## src/hw/agctp_pkg.sv

```systemverilog
package agctp_pkg;

  // ****************************************
  // clock and time base
  // ****************************************
  localparam int CLK_PERIOD_NS = 10;
  localparam int TICK_NS       = 500;
  localparam int TICK_CYCLES   = (TICK_NS + CLK_PERIOD_NS - 1) / CLK_PERIOD_NS;

  // ****************************************
  // widths
  // ****************************************
  localparam int ADDR_W = 12;
  localparam int DATA_W = 32;
  localparam int TW     = 22;
  localparam int GAIN_W = 7;
  localparam int CODE_W = 4;

  // ****************************************
  // register indexes, byte address is index times four
  // ****************************************
  localparam logic [7:0] IDX_CTRL   = 8'h15;
  localparam logic [7:0] IDX_TIMING = 8'h16;
  localparam logic [7:0] IDX_HOLD   = 8'h17;
  localparam logic [7:0] IDX_START  = 8'h18;
  localparam logic [7:0] IDX_STEP   = 8'h1A;
  localparam logic [7:0] IDX_GAIN   = 8'h20;
  localparam logic [7:0] IDX_STATUS = 8'h21;

  // ****************************************
  // field positions
  // ****************************************
  localparam int REC_LSB     = 4;
  localparam int RED_LSB     = 0;
  localparam int ZTO_LSB     = 4;
  localparam int HOLD_LSB    = 0;
  localparam int START_LSB   = 0;
  localparam int START_W     = 3;
  localparam int EN_BIT      = 0;
  localparam int ZC_BIT      = 7;
  localparam int JUMP_UP_BIT = 1;
  localparam int STEP_DN_BIT = 0;
  localparam int STAT_SU_BIT = 8;
  localparam int STAT_BZ_BIT = 9;

  // ****************************************
  // reset values
  // ****************************************
  localparam logic [7:0]         CTRL_RST   = 8'h00;
  localparam logic [7:0]         TIMING_RST = 8'h10;
  localparam logic [7:0]         HOLD_RST   = 8'h00;
  localparam logic [START_W-1:0] START_RST  = 3'h0;
  localparam logic [7:0]         STEP_RST   = 8'h0C;
  localparam logic [7:0]         GAIN_RST   = 8'h0C;

  // ****************************************
  // period tables in 500 ns ticks, index is the field code
  // ****************************************
  typedef logic [TW-1:0] agctp_tab_t [16];
  localparam agctp_tab_t REC_TICKS = '{
    22'h0, 22'h3E8, 22'h7D0, 22'hFA0, 22'h1F40, 22'h3E80, 22'h4E20, 22'h5DC0,
    22'h7D00, 22'h9C40, 22'hBB80, 22'hDAC0, 22'hFA00, 22'h1F400, 22'h7D000, 22'h7D000};
  localparam agctp_tab_t RED_TICKS = '{
    22'h1, 22'h2, 22'h4, 22'h8, 22'h10, 22'h18, 22'h20, 22'h30,
    22'h40, 22'h80, 22'h100, 22'h200, 22'h400, 22'h7D0, 22'hFA0, 22'h1F40};
  localparam agctp_tab_t ZTO_TICKS = '{
    22'h0, 22'h9C40, 22'h13880, 22'h27100, 22'h3A980, 22'h4E200, 22'h75300, 22'h9C400,
    22'hC3500, 22'hEA600, 22'h111700, 22'h138800, 22'h186A00, 22'h1D4C00, 22'h271000,
    22'h271000};
  localparam agctp_tab_t HOLD_TICKS = '{
    22'h0, 22'h9C40, 22'h13880, 22'h27100, 22'h3A980, 22'h4E200, 22'h75300, 22'h9C400,
    22'hC3500, 22'hEA600, 22'h111700, 22'h138800, 22'h186A00, 22'h1D4C00, 22'h222E00,
    22'h271000};
  typedef logic [TW-1:0] agctp_stab_t [8];
  localparam agctp_stab_t START_TICKS = '{
    22'h7D0, 22'hFA0, 22'h1F40, 22'h3E80, 22'h7D00, 22'hFA00, 22'h3E800, 22'h3E800};

  // ****************************************
  // gain sequencer states
  // ****************************************
  typedef enum logic [4:0] {
    ST_IDLE  = 5'b00001,
    ST_STEP  = 5'b00010,
    ST_ZWAIT = 5'b00100,
    ST_HOLD  = 5'b01000,
    ST_SPARE = 5'b10000
  } agctp_state_t;

endpackage

```

## src/hw/agctp_timer.sv

```systemverilog
`timescale 1ns/1ns
module agctp_timer #(
  parameter int TW = agctp_pkg::TW
) (
  input  wire logic          pclk,
  input  wire logic          presetn,
  input  wire logic          start,
  input  wire logic          tick,
  input  wire logic [TW-1:0] period,
  output logic               done,
  output logic               busy
);
  import agctp_pkg::*;

  if (TW < 1) begin : g_bad_tw
    $error("agctp_timer: TW must be at least 1");
  end

  typedef struct packed {
    logic          busy;
    logic          done;
    logic [TW-1:0] cnt;
    logic [TW-1:0] per;
  } agctp_tmr_t;

  agctp_tmr_t q, d;

  // ****************************************
  // interval counter, period latched at start
  // ****************************************
  always_comb begin
    d      = q;
    d.done = 1'b0;
    if (start) begin
      d.busy = 1'b1;
      d.cnt  = '0;
      d.per  = period;
    end else if (q.busy) begin
      if (q.cnt >= q.per) begin
        d.done = 1'b1;
        d.busy = 1'b0;
      end else if (tick) begin
        d.cnt = q.cnt + TW'(1);
      end
    end
  end

  always_ff @(posedge pclk or negedge presetn) begin
    if (!presetn) begin
      q <= '0;
    end else begin
      q <= d;
    end
  end

  assign done = q.done;
  assign busy = q.busy;

endmodule // agctp_timer

```

## src/hw/agctp_top.sv

```systemverilog
// Summary of operation
// RULE_01 - The recovery period comes from bits 7:4 of the timing register, reset code 0001 (0.5 ms).
// RULE_02 - Recovery codes map 0000 to 0 ms, then 0.5 to 32 ms in the listed steps, 1101 64 ms, 1111 256 ms.
// RULE_03 - The reduction period comes from bits 3:0 of the timing register, reset code 0000 (0.5 us).
// RULE_04 - Reduction codes 0000 to 1111 map to 0.5 us up to 4000 us in the listed steps.
// RULE_05 - The zero-crossing wait limit is bits 7:4 of the hold register, reset 0000 meaning no timeout.
// RULE_06 - Wait limit codes 0001 to 1101 give 20 to 960 ms, and 1111 gives 1280 ms.
// RULE_07 - The dwell time is bits 3:0 of the hold register, reset 0000 meaning no dwell.
// RULE_08 - Dwell codes 0001 to 1111 give 20 ms up to 1280 ms in the listed steps.
// RULE_09 - Bits 2:0 of the startup register, reset 000, pace gain ramp-up steps only during startup.
// RULE_10 - Startup step codes 000 to 101 give 1 to 32 ms per step and 111 gives 128 ms per step.
// RULE_11 - Reserved codes 1110 (recovery, wait limit) and 110 (startup) act as the next larger code.
// RULE_12 - All periods are counted from one time base and a new value applies from the next interval.
// RULE_13 - Level driven gain control runs only while the enable bit 0 of the control register is set.
// RULE_14 - Zero-crossing waiting happens only while bit 7 of the control register is set.
// RULE_15 - A host raise without immediate raise steps up one code per recovery period.
// RULE_16 - A host lower with stepping down set steps down one code per reduction period.
`timescale 1ns/1ns
module agctp_top #(
  parameter int TICK_CYCLES = agctp_pkg::TICK_CYCLES,
  parameter int GAIN_W      = agctp_pkg::GAIN_W
) (
  input  wire logic                         pclk,
  input  wire logic                         presetn,
  input  wire logic                         psel,
  input  wire logic                         penable,
  input  wire logic                         pwrite,
  input  wire logic [agctp_pkg::ADDR_W-1:0] paddr,
  input  wire logic [agctp_pkg::DATA_W-1:0] pwdata,
  output logic                              pready,
  output logic      [agctp_pkg::DATA_W-1:0] prdata,
  output logic                              pslverr,
  input  wire logic                         over_level,
  input  wire logic                         under_level,
  input  wire logic                         zero_cross,
  output logic      [GAIN_W-1:0]            gain_out,
  output logic                              gain_update,
  output logic                              startup_active
);
  import agctp_pkg::*;

  if (TICK_CYCLES < 1 || GAIN_W < 1 || GAIN_W > 8) begin : g_bad_param
    $error("agctp_top: TICK_CYCLES must be >= 1 and GAIN_W within 1..8");
  end

  localparam int TCW = $clog2(TICK_CYCLES + 1);

  localparam logic [ADDR_W-1:0] ADDR_CTRL   = ADDR_W'({IDX_CTRL, 2'b00});
  localparam logic [ADDR_W-1:0] ADDR_TIMING = ADDR_W'({IDX_TIMING, 2'b00});
  localparam logic [ADDR_W-1:0] ADDR_HOLD   = ADDR_W'({IDX_HOLD, 2'b00});
  localparam logic [ADDR_W-1:0] ADDR_START  = ADDR_W'({IDX_START, 2'b00});
  localparam logic [ADDR_W-1:0] ADDR_STEP   = ADDR_W'({IDX_STEP, 2'b00});
  localparam logic [ADDR_W-1:0] ADDR_GAIN   = ADDR_W'({IDX_GAIN, 2'b00});
  localparam logic [ADDR_W-1:0] ADDR_STATUS = ADDR_W'({IDX_STATUS, 2'b00});

  typedef struct packed {
    logic [7:0]         ctrl;
    logic [7:0]         timing;
    logic [7:0]         hold;
    logic [7:0]         step;
    logic [START_W-1:0] start;
    logic [GAIN_W-1:0]  goal;
    logic [GAIN_W-1:0]  gain;
    agctp_state_t       st;
    logic               dir_up;
    logic               startup;
    logic               host_raise;
    logic               upd;
    logic [TCW-1:0]     tick_cnt;
    logic [DATA_W-1:0]  rdata;
    logic               err;
  } agctp_top_t;

  agctp_top_t q, d;

  logic          tick;
  logic          tmr_start;
  logic [TW-1:0] tmr_period;
  logic          tmr_done;
  logic          tmr_busy;
  logic          apb_setup;
  logic          apb_access;

  // ****************************************
  // decoded fields
  // ****************************************
  logic [CODE_W-1:0] rec_code;
  logic [CODE_W-1:0] red_code;
  logic [CODE_W-1:0] zto_code;
  logic [CODE_W-1:0] hold_code;
  logic              agc_on;
  logic              zc_on;
  logic              jump_up;
  logic              step_dn;

  assign rec_code  = q.timing[REC_LSB +: CODE_W]; // RULE_01
  assign red_code  = q.timing[RED_LSB +: CODE_W]; // RULE_03
  assign zto_code  = q.hold[ZTO_LSB +: CODE_W]; // RULE_05
  assign hold_code = q.hold[HOLD_LSB +: CODE_W]; // RULE_07
  assign agc_on    = q.ctrl[EN_BIT]; // RULE_13
  assign zc_on     = q.ctrl[ZC_BIT]; // RULE_14
  assign jump_up   = q.step[JUMP_UP_BIT];
  assign step_dn   = q.step[STEP_DN_BIT];

  assign tick       = (q.tick_cnt == '0); // RULE_12
  assign apb_setup  = psel & ~penable;
  assign apb_access = psel & penable;

  // ****************************************
  // shared interval timer
  // ****************************************
  agctp_timer #(
    .TW (TW)
  ) u_timer (
    .pclk    (pclk),
    .presetn (presetn),
    .start   (tmr_start),
    .tick    (tick),
    .period  (tmr_period),
    .done    (tmr_done),
    .busy    (tmr_busy)
  );

  // ****************************************
  // next state
  // ****************************************
  always_comb begin
    logic apply;
    apply      = 1'b0;
    d          = q;
    d.upd      = 1'b0;
    tmr_start  = 1'b0;
    tmr_period = '0;

    // time base
    if (tick) begin
      d.tick_cnt = TCW'(TICK_CYCLES - 1); // RULE_12
    end else begin
      d.tick_cnt = q.tick_cnt - TCW'(1);
    end

    // gain sequencer
    case (q.st)
      ST_IDLE: begin
        if (q.startup) begin
          if (q.gain < q.goal) begin
            d.dir_up   = 1'b1;
            tmr_start  = 1'b1;
            tmr_period = START_TICKS[q.start]; // RULE_09 RULE_10 RULE_11
            d.st       = ST_STEP;
          end else begin
            d.startup = 1'b0;
          end
        end else if (agc_on && over_level && q.gain != '0) begin
          d.dir_up     = 1'b0;
          d.host_raise = 1'b0;
          tmr_start    = 1'b1;
          tmr_period   = RED_TICKS[red_code]; // RULE_13 RULE_04
          d.st         = ST_STEP;
        end else if (q.gain > q.goal) begin
          if (step_dn) begin
            d.dir_up   = 1'b0;
            tmr_start  = 1'b1;
            tmr_period = RED_TICKS[red_code]; // RULE_16 RULE_04
            d.st       = ST_STEP;
          end else begin
            d.gain = q.goal;
            d.upd  = 1'b1;
          end
        end else if (q.gain < q.goal) begin
          if (q.host_raise && jump_up) begin
            d.gain       = q.goal;
            d.upd        = 1'b1;
            d.host_raise = 1'b0;
          end else if (q.host_raise || !agc_on || under_level) begin
            d.dir_up   = 1'b1;
            tmr_start  = 1'b1;
            tmr_period = REC_TICKS[rec_code]; // RULE_15 RULE_02 RULE_11
            d.st       = ST_STEP;
          end
        end else begin
          d.host_raise = 1'b0;
        end
      end
      ST_STEP: begin
        if (tmr_done) begin
          if (zc_on) begin
            tmr_start  = (zto_code != '0); // RULE_14 RULE_05
            tmr_period = ZTO_TICKS[zto_code]; // RULE_06 RULE_11
            d.st       = ST_ZWAIT;
          end else begin
            apply = 1'b1;
          end
        end
      end
      ST_ZWAIT: begin
        if (zero_cross || (zto_code != '0 && tmr_done)) begin
          apply = 1'b1; // RULE_05
        end
      end
      ST_HOLD: begin
        if (tmr_done) begin
          d.st = ST_IDLE;
        end
      end
      default: begin
        d.st = ST_IDLE;
      end
    endcase

    // one gain code per applied step, then optional dwell
    if (apply) begin
      d.upd = 1'b1;
      if (q.dir_up) begin
        d.gain = q.gain + GAIN_W'(1);
      end else begin
        d.gain = q.gain - GAIN_W'(1);
      end
      if (agc_on && hold_code != '0) begin
        tmr_start  = 1'b1;
        tmr_period = HOLD_TICKS[hold_code]; // RULE_07 RULE_08
        d.st       = ST_HOLD;
      end else begin
        d.st = ST_IDLE;
      end
    end

    // register bus, read data and error latched in setup
    if (apb_setup) begin
      d.err   = 1'b0;
      d.rdata = '0;
      case (paddr)
        ADDR_CTRL:   d.rdata = DATA_W'(q.ctrl);
        ADDR_TIMING: d.rdata = DATA_W'(q.timing);
        ADDR_HOLD:   d.rdata = DATA_W'(q.hold);
        ADDR_START:  d.rdata = DATA_W'(q.start);
        ADDR_STEP:   d.rdata = DATA_W'(q.step);
        ADDR_GAIN:   d.rdata = DATA_W'(q.goal);
        ADDR_STATUS: begin
          d.rdata              = DATA_W'(q.gain);
          d.rdata[STAT_SU_BIT] = q.startup;
          d.rdata[STAT_BZ_BIT] = (q.st != ST_IDLE);
        end
        default:     d.err = 1'b1;
      endcase
    end

    if (apb_access && pwrite && !q.err) begin
      case (paddr)
        ADDR_CTRL:   d.ctrl   = pwdata[7:0];
        ADDR_TIMING: d.timing = pwdata[7:0]; // RULE_12
        ADDR_HOLD:   d.hold   = pwdata[7:0];
        ADDR_START:  d.start  = pwdata[START_LSB +: START_W];
        ADDR_STEP:   d.step   = pwdata[7:0];
        ADDR_GAIN: begin
          d.goal = pwdata[GAIN_W-1:0];
          if (pwdata[GAIN_W-1:0] > q.gain) begin
            d.host_raise = 1'b1; // RULE_15
          end
        end
        default: begin
        end
      endcase
    end
  end

  // ****************************************
  // state register
  // ****************************************
  always_ff @(posedge pclk or negedge presetn) begin
    if (!presetn) begin
      q            <= '0;
      q.ctrl       <= CTRL_RST;
      q.timing     <= TIMING_RST; // RULE_01 RULE_03
      q.hold       <= HOLD_RST;
      q.start      <= START_RST;
      q.step       <= STEP_RST;
      q.goal       <= GAIN_W'(GAIN_RST);
      q.st         <= ST_IDLE;
      q.startup    <= 1'b1;
    end else begin
      q <= d;
    end
  end

  // ****************************************
  // outputs
  // ****************************************
  assign pready         = apb_access;
  assign prdata         = q.rdata;
  assign pslverr        = apb_access & q.err;
  assign gain_out       = q.gain;
  assign gain_update    = q.upd;
  assign startup_active = q.startup;

endmodule // agctp_top

```

## config.mk

```make
export PLATFORM = sky130hd
export DESIGN_NAME = agctp_top
export DESIGN_NICKNAME = d
export VERILOG_FILES = /design/src/hw/agctp_pkg.sv /design/src/hw/agctp_timer.sv /design/src/hw/agctp_top.sv
export SDC_FILE = /design/constraint.sdc
export NUM_CORES = 1
export LEC_CHECK = 0
export BUFFER_PORTS_ARGS = -buffer_cell sky130_fd_sc_hd__buf_2
export CAP_MARGIN = 15
export CORE_UTILIZATION = 65
export DETAILED_ROUTE_END_ITERATION = 10
export PLACE_DENSITY = 0.87
export SLEW_MARGIN = 20
export SYNTH_ARGS = -nofsm -noshare
export SYNTH_HDL_FRONTEND = slang
export SYNTH_SLANG_ARGS = --single-unit
```

## constraint.sdc

```tcl
create_clock -name pclk -period 4.13 [get_ports pclk]
set_clock_uncertainty 0.2 [all_clocks]
set_input_delay 0.6195 -clock pclk [delete_from_list [all_inputs] [get_ports pclk]]
set_output_delay 0.6195 -clock pclk [all_outputs]
set_load 0.05 [all_outputs]
```

==> results of run 1 <==
==> Yosys cell counts, types with 5 or more instances <==
cell type                   instances  area share [%]
sky130_fd_sc_hd__nand4_1           24             1.6
sky130_fd_sc_hd__a22o_1            11             1.1
sky130_fd_sc_hd__a21oi_1           50             2.7
sky130_fd_sc_hd__xnor2_1           13             1.2
sky130_fd_sc_hd__inv_1             67             2.8
sky130_fd_sc_hd__nor2_1            63             2.6
sky130_fd_sc_hd__a2111oi_0         11             1.1
sky130_fd_sc_hd__a21o_1            10            0.82
sky130_fd_sc_hd__dfstp_2            7             2.0
sky130_fd_sc_hd__buf_2             13            0.71
sky130_fd_sc_hd__o211ai_1          13             1.1
sky130_fd_sc_hd__nand2_1           87             3.6
sky130_fd_sc_hd__buf_4             42             3.5
sky130_fd_sc_hd__a222oi_1           8            0.88
sky130_fd_sc_hd__nor3_1            16            0.88
sky130_fd_sc_hd__ha_1              76              10
sky130_fd_sc_hd__and3_1            17             1.2
sky130_fd_sc_hd__o31ai_1            8            0.66
sky130_fd_sc_hd__or3_1             13            0.89
sky130_fd_sc_hd__clkbuf_1          33             1.4
sky130_fd_sc_hd__nor2b_1           10            0.69
sky130_fd_sc_hd__o22ai_1            6            0.41
sky130_fd_sc_hd__a22oi_1           10            0.82
sky130_fd_sc_hd__nor3b_1            6            0.49
sky130_fd_sc_hd__xor2_1             5            0.48
sky130_fd_sc_hd__a211oi_1           5            0.41
sky130_fd_sc_hd__a31oi_1            9            0.62
sky130_fd_sc_hd__nand3_1           39             2.1
sky130_fd_sc_hd__nand2b_1           8            0.55
sky130_fd_sc_hd__mux2i_1           31             3.4
sky130_fd_sc_hd__o21ai_0           60             3.3
sky130_fd_sc_hd__nor4b_2            5            0.82
sky130_fd_sc_hd__mux2_2            27             3.3
sky130_fd_sc_hd__dfrtp_1          113              31
==> cells by family (layout without fill, tap and decap cells) <==
| kind of cell | count (synthesis) | in the layout | synth area share (%) |
|---|---|---|---|
| other cells | 1 | 22 | 0.0411 |
| fa+ha+maj | 77 | 77 | 10.7 |
| buf+inv | 157 | 164 | 8.37 |
| xor+xnor | 18 | 18 | 1.73 |
| mux | 62 | 62 | 7.48 |
| simple gates | 323 | 323 | 19.0 |
| compound gates | 259 | 259 | 19.7 |
| flops | 120 | 120 | 33.0 |
==> metrics by stage <==
step	instance area [um^2]	setup slack [ns]
after floorplan	9200	1.34
after global placement	9280	0.712
after detailed placement	9280	0.638
after CTS	9880	0.608
after global routing	9880	0.441
final	9880	0.499
==> worst max path at each step <==
stage                     startpoint            end
after detailed placement       q[78]  u_timer.q[14]
final                          q[78]  u_timer.q[14]
after CTS                      q[78]  u_timer.q[14]
after global routing           q[78]  u_timer.q[14]
after global placement         q[78]  u_timer.q[14]
after floorplan                q[58]  u_timer.q[15]
==> layer usage <==
metal | track usage (%) | vias up
met5 | 0 | -
met2 | 55.4 | 503
met3 | 11.2 | 89
li1 | - | 3718
met1 | 50.3 | 3976
met4 | 13.6 | 0
==> registers in the layout (all words and copies together), names as in the netlist <==
register        flops
startup_active      1
gain_update         1
agc_on              1
u_timer.q          44
hold_code           4
u_timer.done        1
q                  49
gain_out            7
u_timer.busy        1
jump_up             1
prdata             10
==> worst reg2reg max path: cells and delay by family (launching register included) <==
family | cells | cell delay [ns]
flip-flops | 1 | 0.57
AND/OR/NAND/NOR | 4 | 0.95
AO/OA/AOI/OAI | 2 | 0.95
adder cells (fa/ha/maj) | 1 | 0.30
buffers and inverters | 2 | 0.53
==> cells in the final DEF (no fill, tap or decap), types with 17 or more instances in the layout <==
cell type                     n
sky130_fd_sc_hd__mux2_2      27
sky130_fd_sc_hd__mux2i_1     31
sky130_fd_sc_hd__nor2_1      63
sky130_fd_sc_hd__a21oi_1     50
sky130_fd_sc_hd__dfrtp_1    113
sky130_fd_sc_hd__o21ai_0     60
sky130_fd_sc_hd__buf_2       47
sky130_fd_sc_hd__nand3_1     39
sky130_fd_sc_hd__ha_1        76
sky130_fd_sc_hd__inv_1       67
sky130_fd_sc_hd__clkbuf_16   17
sky130_fd_sc_hd__nand2_1     87
sky130_fd_sc_hd__conb_1      22
sky130_fd_sc_hd__nand4_1     24
sky130_fd_sc_hd__and3_1      17
==> area by class of cell <==
type | instances | area [um^2] | area share, %
multi-input combinational | 761 | 5420 | 54.8
sequential | 120 | 3010 | 30.5
clock buffer | 18 | 439 | 4.44
timing repair buffer | 64 | 375 | 3.80
inverter | 68 | 255 | 2.58
tap | 176 | 220 | 2.23
clock inverter | 14 | 163 | 1.65
==> power by group through the flow <==
stage / Combinational, mW / Clock, mW / Sequential [mW]
floorplan: 0.775 / 0 / 1.34
global placement: 0.937 / 0 / 1.36
detailed placement: 0.966 / 0 / 1.37
CTS: 0.980 / 1.53 / 1.35
global route: 1.08 / 1.58 / 1.37
finish: 0.997 / 1.52 / 1.35
==> run_results.csv, run 1 <==
group,metric,value,unit
status,run_status,"completed",
sta,finalSetupViolCount,0,
sta,max_freq,0.275,GHz
routing,post_drt_wl_per_cell,21.1,um
worst_hold_path,worst_hold_path_type,"primary input to async pin",
placement,dp.cells,1189,
global_routing,globalRouteTotalUtil,36.9,%
yosys,yosysWarningCount,0,
cells_and_area,final-instance-count-excl-fill,1221,
power,pwr-share-seq,34.9,%
yosys,syn-instance-count,1017,
yosys,synth_edf_count,0,
floorplan,dieWidth,120,um
cts,clk_root_buffer_cell,"sky130_fd_sc_hd__clkbuf_16",
cells_and_area,diodes,0,
cts,clock_tree_from_tritoncts,"done",
critical_path,setup.worst_path.class,"flip-flop to flip-flop",
cts,cts.reportedPaths.clkPinSlew,0.06,ns
floorplan,overall_die_area,0.0145,mm^2
global_routing,number_of_antenna_violations_at_the_first_check_in_global_routing,1,
power,vdd_ir_drop_max,0.000441,V
sta,timing.setup.tns,0,ns
cells_and_area,n_fill_cell,994,
routing,detail_route.wirelength,25700,um
yosys,synthesis.area,0.00912,mm^2
yosys,synth.yosys.seq_area_share,33.0,%
global_routing,grt_remaining_overflow,0,
critical_path,timing.critical_path.from_type,"flip-flop",
routing,dr_wl_met2,11600,um
placement,port_buffers,48,
routing,vias,8286,
critical_path,r2r_setup_slack,0.50,ns
floorplan,pin_count,95,
critical_path,critPathBufInv,2,
yosys,synth.distinct_cells,86,
critical_path,regToRegEndpoint,"u_timer.q[14]",
critical_path,critical_path.max_stage_delay,0.61,ns
power,combPwrFrac,25.7,%
power,power_frac_clock,39.3,%
global_routing,pin_count_of_the_biggest_net_entering_global_routing,70,
floorplan,floorplan.rows,42,
power,switchingPower,1.36,mW
cts,cts-buffers-inserted,17,
yosys,syn-mean-instance-area,8.96,um^2
cts,maximum_root_to_sink_buffer_count,2,
sta,timing.final.crit_share,87.9,%
critical_path,worstSetupEndpointType,"flip-flop",
floorplan,initial_utilization,67.8,%
critical_path,worst-endpoint-required,4.24,ns
sta,finalMaxSlewViolations,0,
power,power.density,392,mW/mm^2
cells_and_area,design.final.nets,1161,
cells_and_area,finish.utilization,73.5,%
cts,tritoncts_num_sinks,120,
power,p_leak,4.62,nW
sta,setup_repair_after_global_routing_missed_its_margin,"false",
routing,detailroute.wirelength.met3,2930,um
critical_path,crit_slowest_cell,"sky130_fd_sc_hd__o21ai_2",
yosys,ys.flop_type,"sky130_fd_sc_hd__dfrtp_1",
floorplan,placeableCoreArea,0.0135,mm^2
cts,hold_buffers,0,
critical_path,worst_endpoint_data_arrival_time,3.74,ns
routing,drt_iter0_drc,1061,
floorplan,chipHeight,120,um
power,internal_power,2.51,mW
routing,number_of_drc_violations_after_detailed_routing,0,
cts,clock_latency,0.43,ns
routing,antenna_left,0,
power,switch_share,35.1,%
global_routing,grt_first_pass_wirelength,41200,um
critical_path,crit-reg2reg-launch,"q[78]",
routing,average_vias_per_placed_instance,6.79,
cts,resize_count_post_cts,0,
critical_path,worst-path-max-fanout,16,
sta,tightest_pin_transition,0.894,ns
yosys,asyncSetResetFlopFracSynth,100,%
critical_path,critical_path.top_delay_family,"simple AND/OR/NAND/NOR gates",
routing,wl_met1,10500,um
cts,postCtsSetupRepairBufs,0,
routing,top_signal_layer_used,"met4",
run,cap_viol_max_count,0,
cells_and_area,areaGrowthSynthToFinish,8.43,%
power,power.total,3.87,mW
cells_and_area,layout_cell_share_with_drive_strength_beyond_1,15.6,%
critical_path,path_cells,"inv_1 -> ha_1 -> or3b_1 -> and3_1 -> nor2_4 -> o21ai_2 -> nor2_1 -> buf_4 -> a221o_1",
critical_path,reg2regPathDepth,9,
placement,post-dp-hpwl,17800,um
critical_path,path_depth,9,
cts,cts_htree_levels,4,
sta,hold-worst-slack,0.0995,ns
routing,first_pass_iters,6,
global_routing,grt_pass1_vias,7731,
sta,period_minus_slack,3.63,ns
sta,finalHoldViolCount,0,
sta,max_slew_margin,40.4,%
yosys,yosys_register_bits,120,
placement,place.gp.congestion,1.01,
(Power assumes the default switching activity.)
==> run 2: changes to the inputs <==
==> constraint.sdc (replaced) <==
create_clock -name pclk -period 4.4 [get_ports pclk]
set_clock_uncertainty 0.2 [all_clocks]
set_input_delay 0.66 -clock pclk [delete_from_list [all_inputs] [get_ports pclk]]
set_output_delay 0.66 -clock pclk [all_outputs]
set_load 0.05 [all_outputs]
==> run 2 against run 1 <==
Worst hold slack lost 0.010 ns. Global-route usage is 0.69 points lower. Fmax grew 5.5%. Sequential share of layout area hardly changed. Utilization down 0.11 points. Sequential power is 6% lower. Clock power hardly changed. Non-clock buffer count is 6 lower. Via count shrank 0.84%. Combinational power fell by 8.2%. Final cell count fell by 0.49%. Worst setup slack better by 0.46 ns. Largest cell class unchanged. Largest power group unchanged.
==> run_results.csv, run 2 (same netlist as run 1, synthesis figures left out) <==
group,metric,value,unit
routing,detail_route.wirelength,25300,um
cts,cts_htree_levels,4,
cts,clock_tree_from_tritoncts,"done",
floorplan,placeableCoreArea,0.0135,mm^2
power,power_frac_clock,40.7,%
placement,post-dp-hpwl,17700,um
power,power.density,374,mW/mm^2
global_routing,grt.busiest_layer,"met2",
critical_path,critPathBufInv,1,
cells_and_area,diodes,0,
global_routing,groute.layer.met3.usage,9.81,%
sta,timing.final.crit_share,78.2,%
routing,number_of_drc_violations_after_detailed_routing,0,
global_routing,number_of_antenna_violations_at_the_first_check_in_global_routing,0,
floorplan,overall_die_area,0.0145,mm^2
cells_and_area,areaGrowthSynthToFinish,8.26,%
floorplan,pin_count,95,
run,cap_viol_max_count,0,
global_routing,globalRouteTotalUtil,36.2,%
critical_path,critical_path.top_delay_family,"compound AO/OA/AOI/OAI gates",
critical_path,worstSetupEndpointType,"flip-flop",
cells_and_area,design.final.nets,1155,
cts,hold_buffers,0,
critical_path,worst-endpoint-required,4.50,ns
routing,antenna_left,0,
cells_and_area,post-route-cell-area,0.00987,mm^2
power,internal_power,2.47,mW
sta,period_minus_slack,3.44,ns
cells_and_area,commonest_cells_after_routing_fill_and_taps_aside,"sky130_fd_sc_hd__dfrtp_1 (113), sky130_fd_sc_hd__nand2_1 (87), sky130_fd_sc_hd__ha_1 (76)",
sta,finalSetupViolCount,0,
critical_path,worst_endpoint_data_arrival_time,3.54,ns
floorplan,chipHeight,120,um
cts,cts.reportedPaths.clkPinSlew,0.06,ns
global_routing,grt_first_pass_wirelength,40600,um
floorplan,floorplan.rows,42,
critical_path,setup.worst_path.class,"flip-flop to flip-flop",
power,p_leak,4.62,nW
global_routing,grt_pass1_vias,7780,
sta,finalHoldViolCount,0,
sta,tightest_pin_transition,0.943,ns
power,combPwrFrac,24.8,%
placement,place_area,0.00924,mm^2
power,power.total,3.69,mW
power,vdd_ir_drop_max,0.000460,V
floorplan,initial_utilization,67.8,%
routing,drt_iter0_drc,1180,
floorplan,dieWidth,120,um
sta,max_slew_margin,35.5,%
cells_and_area,layout.cells.most_common,"sky130_fd_sc_hd__dfrtp_1",
cells_and_area,multi_input_area,0.00542,mm^2
power,switchingPower,1.22,mW
critical_path,critical_path.max_stage_delay,0.54,ns
critical_path,crit_slowest_cell,"sky130_fd_sc_hd__dfrtp_1",
cells_and_area,n_fill_cell,960,
cells_and_area,layout_cell_share_with_drive_strength_beyond_1,14.9,%
cells_and_area,largest_register_ffs,49,
status,run_status,"completed",
cts,resize_count_post_cts,0,
cts,maximum_root_to_sink_buffer_count,2,
critical_path,path_cells,"inv_1 -> ha_1 -> or3b_1 -> and3_1 -> o21ai_2 -> a2bb2oi_1 -> o211ai_1 -> mux2_1",
cts,tritoncts_num_sinks,120,
routing,vias,8216,
cells_and_area,largest-register,"q",
global_routing,grt_remaining_overflow,0,
global_routing,gr-usage-met2,56.0,%
worst_hold_path,worst_hold_path_type,"primary input to async pin",
cells_and_area,ff_latch_area,0.00301,mm^2
sta,max_freq,0.291,GHz
sta,timing.setup.tns,0,ns
power,switch_share,33.0,%
sta,finalMaxSlewViolations,0,
cts,cts-buffers-inserted,17,
critical_path,reg2regPathDepth,8,
sta,setup_repair_after_global_routing_missed_its_margin,"false",
cts,postCtsSetupRepairBufs,0,
placement,place.gp.congestion,0.969,
critical_path,timing.critical_path.from_type,"flip-flop",
cts,clock_latency,0.42,ns
routing,post_drt_wl_per_cell,20.8,um
global_routing,pin_count_of_the_biggest_net_entering_global_routing,68,
cts,clk_root_buffer_cell,"sky130_fd_sc_hd__clkbuf_16",
global_routing,globalRouteMet1Util,49.4,%
power,pwr-share-seq,34.4,%
routing,first_pass_iters,7,
placement,port_buffers,48,
critical_path,worst-path-max-fanout,9,
critical_path,path_depth,8,
routing,average_vias_per_placed_instance,6.76,
run 2: cell count changes in the layout (fill, tap and decap cells not counted):
cell,change
sky130_fd_sc_hd__inv_6,-5
sky130_fd_sc_hd__buf_4,-6
sky130_fd_sc_hd__clkinv_4,+1
sky130_fd_sc_hd__clkbuf_1,+2
sky130_fd_sc_hd__inv_8,-1
sky130_fd_sc_hd__clkbuf_8,+1
sky130_fd_sc_hd__bufinv_16,+2
sky130_fd_sc_hd__clkinv_2,+2
sky130_fd_sc_hd__clkinvlp_4,-2
run 2: per-stage QoR:
step / instances / hold WS, ns / util (%) / worst slack, ns
final: 1215 / 0.0895 / 73.4 / 0.960
after global routing: 1215 / 0.141 / 73.4 / 0.880
after CTS: 1215 / 0.113 / 73.4 / 1.07
after detailed placement: 1183 / 0.268 / 68.7 / 1.10
after global placement: 1183 / 0.259 / 68.7 / 1.20
after floorplan: 1038 / 0.164 / - / 1.61
run 2: path summary, 6_finish.rpt:
path                           start             end  slack [ns]
min                          presetn            q[0]        0.09
max reg2reg                    q[78]   u_timer.q[15]        0.96
min reg2reg                prdata[9]       prdata[9]        0.28
max in group asynchronous    presetn  startup_active        3.10
max                            q[78]   u_timer.q[15]        0.96
min in group pclk          prdata[9]       prdata[9]        0.28
run 2: cell type report:
class	instances	area share (%)
Tap cell	176	2.23
Clock inverter	11	1.74
Inverter	68	2.59
Multi-Input combinational cell	761	54.9
Clock buffer	21	4.67
Sequential cell	120	30.5
Timing Repair Buffer	58	3.35
run 2: per-layer routing:
layer / up-vias / share of wire [%]
met1: 3954 / 40
met4: 0 / 2.7
li1: 3689 / -
met2: 503 / 45
met5: - / 0
met3: 70 / 12
run 2: power by group through the flow:
stage               Combinational (mW)  Sequential (mW)  Clock, mW
floorplan                        0.728             1.25          0
global placement                 0.876             1.28          0
CTS                              0.901             1.27       1.50
detailed placement               0.893             1.28          0
global route                      1.00             1.28       1.54
finish                           0.915             1.27       1.50
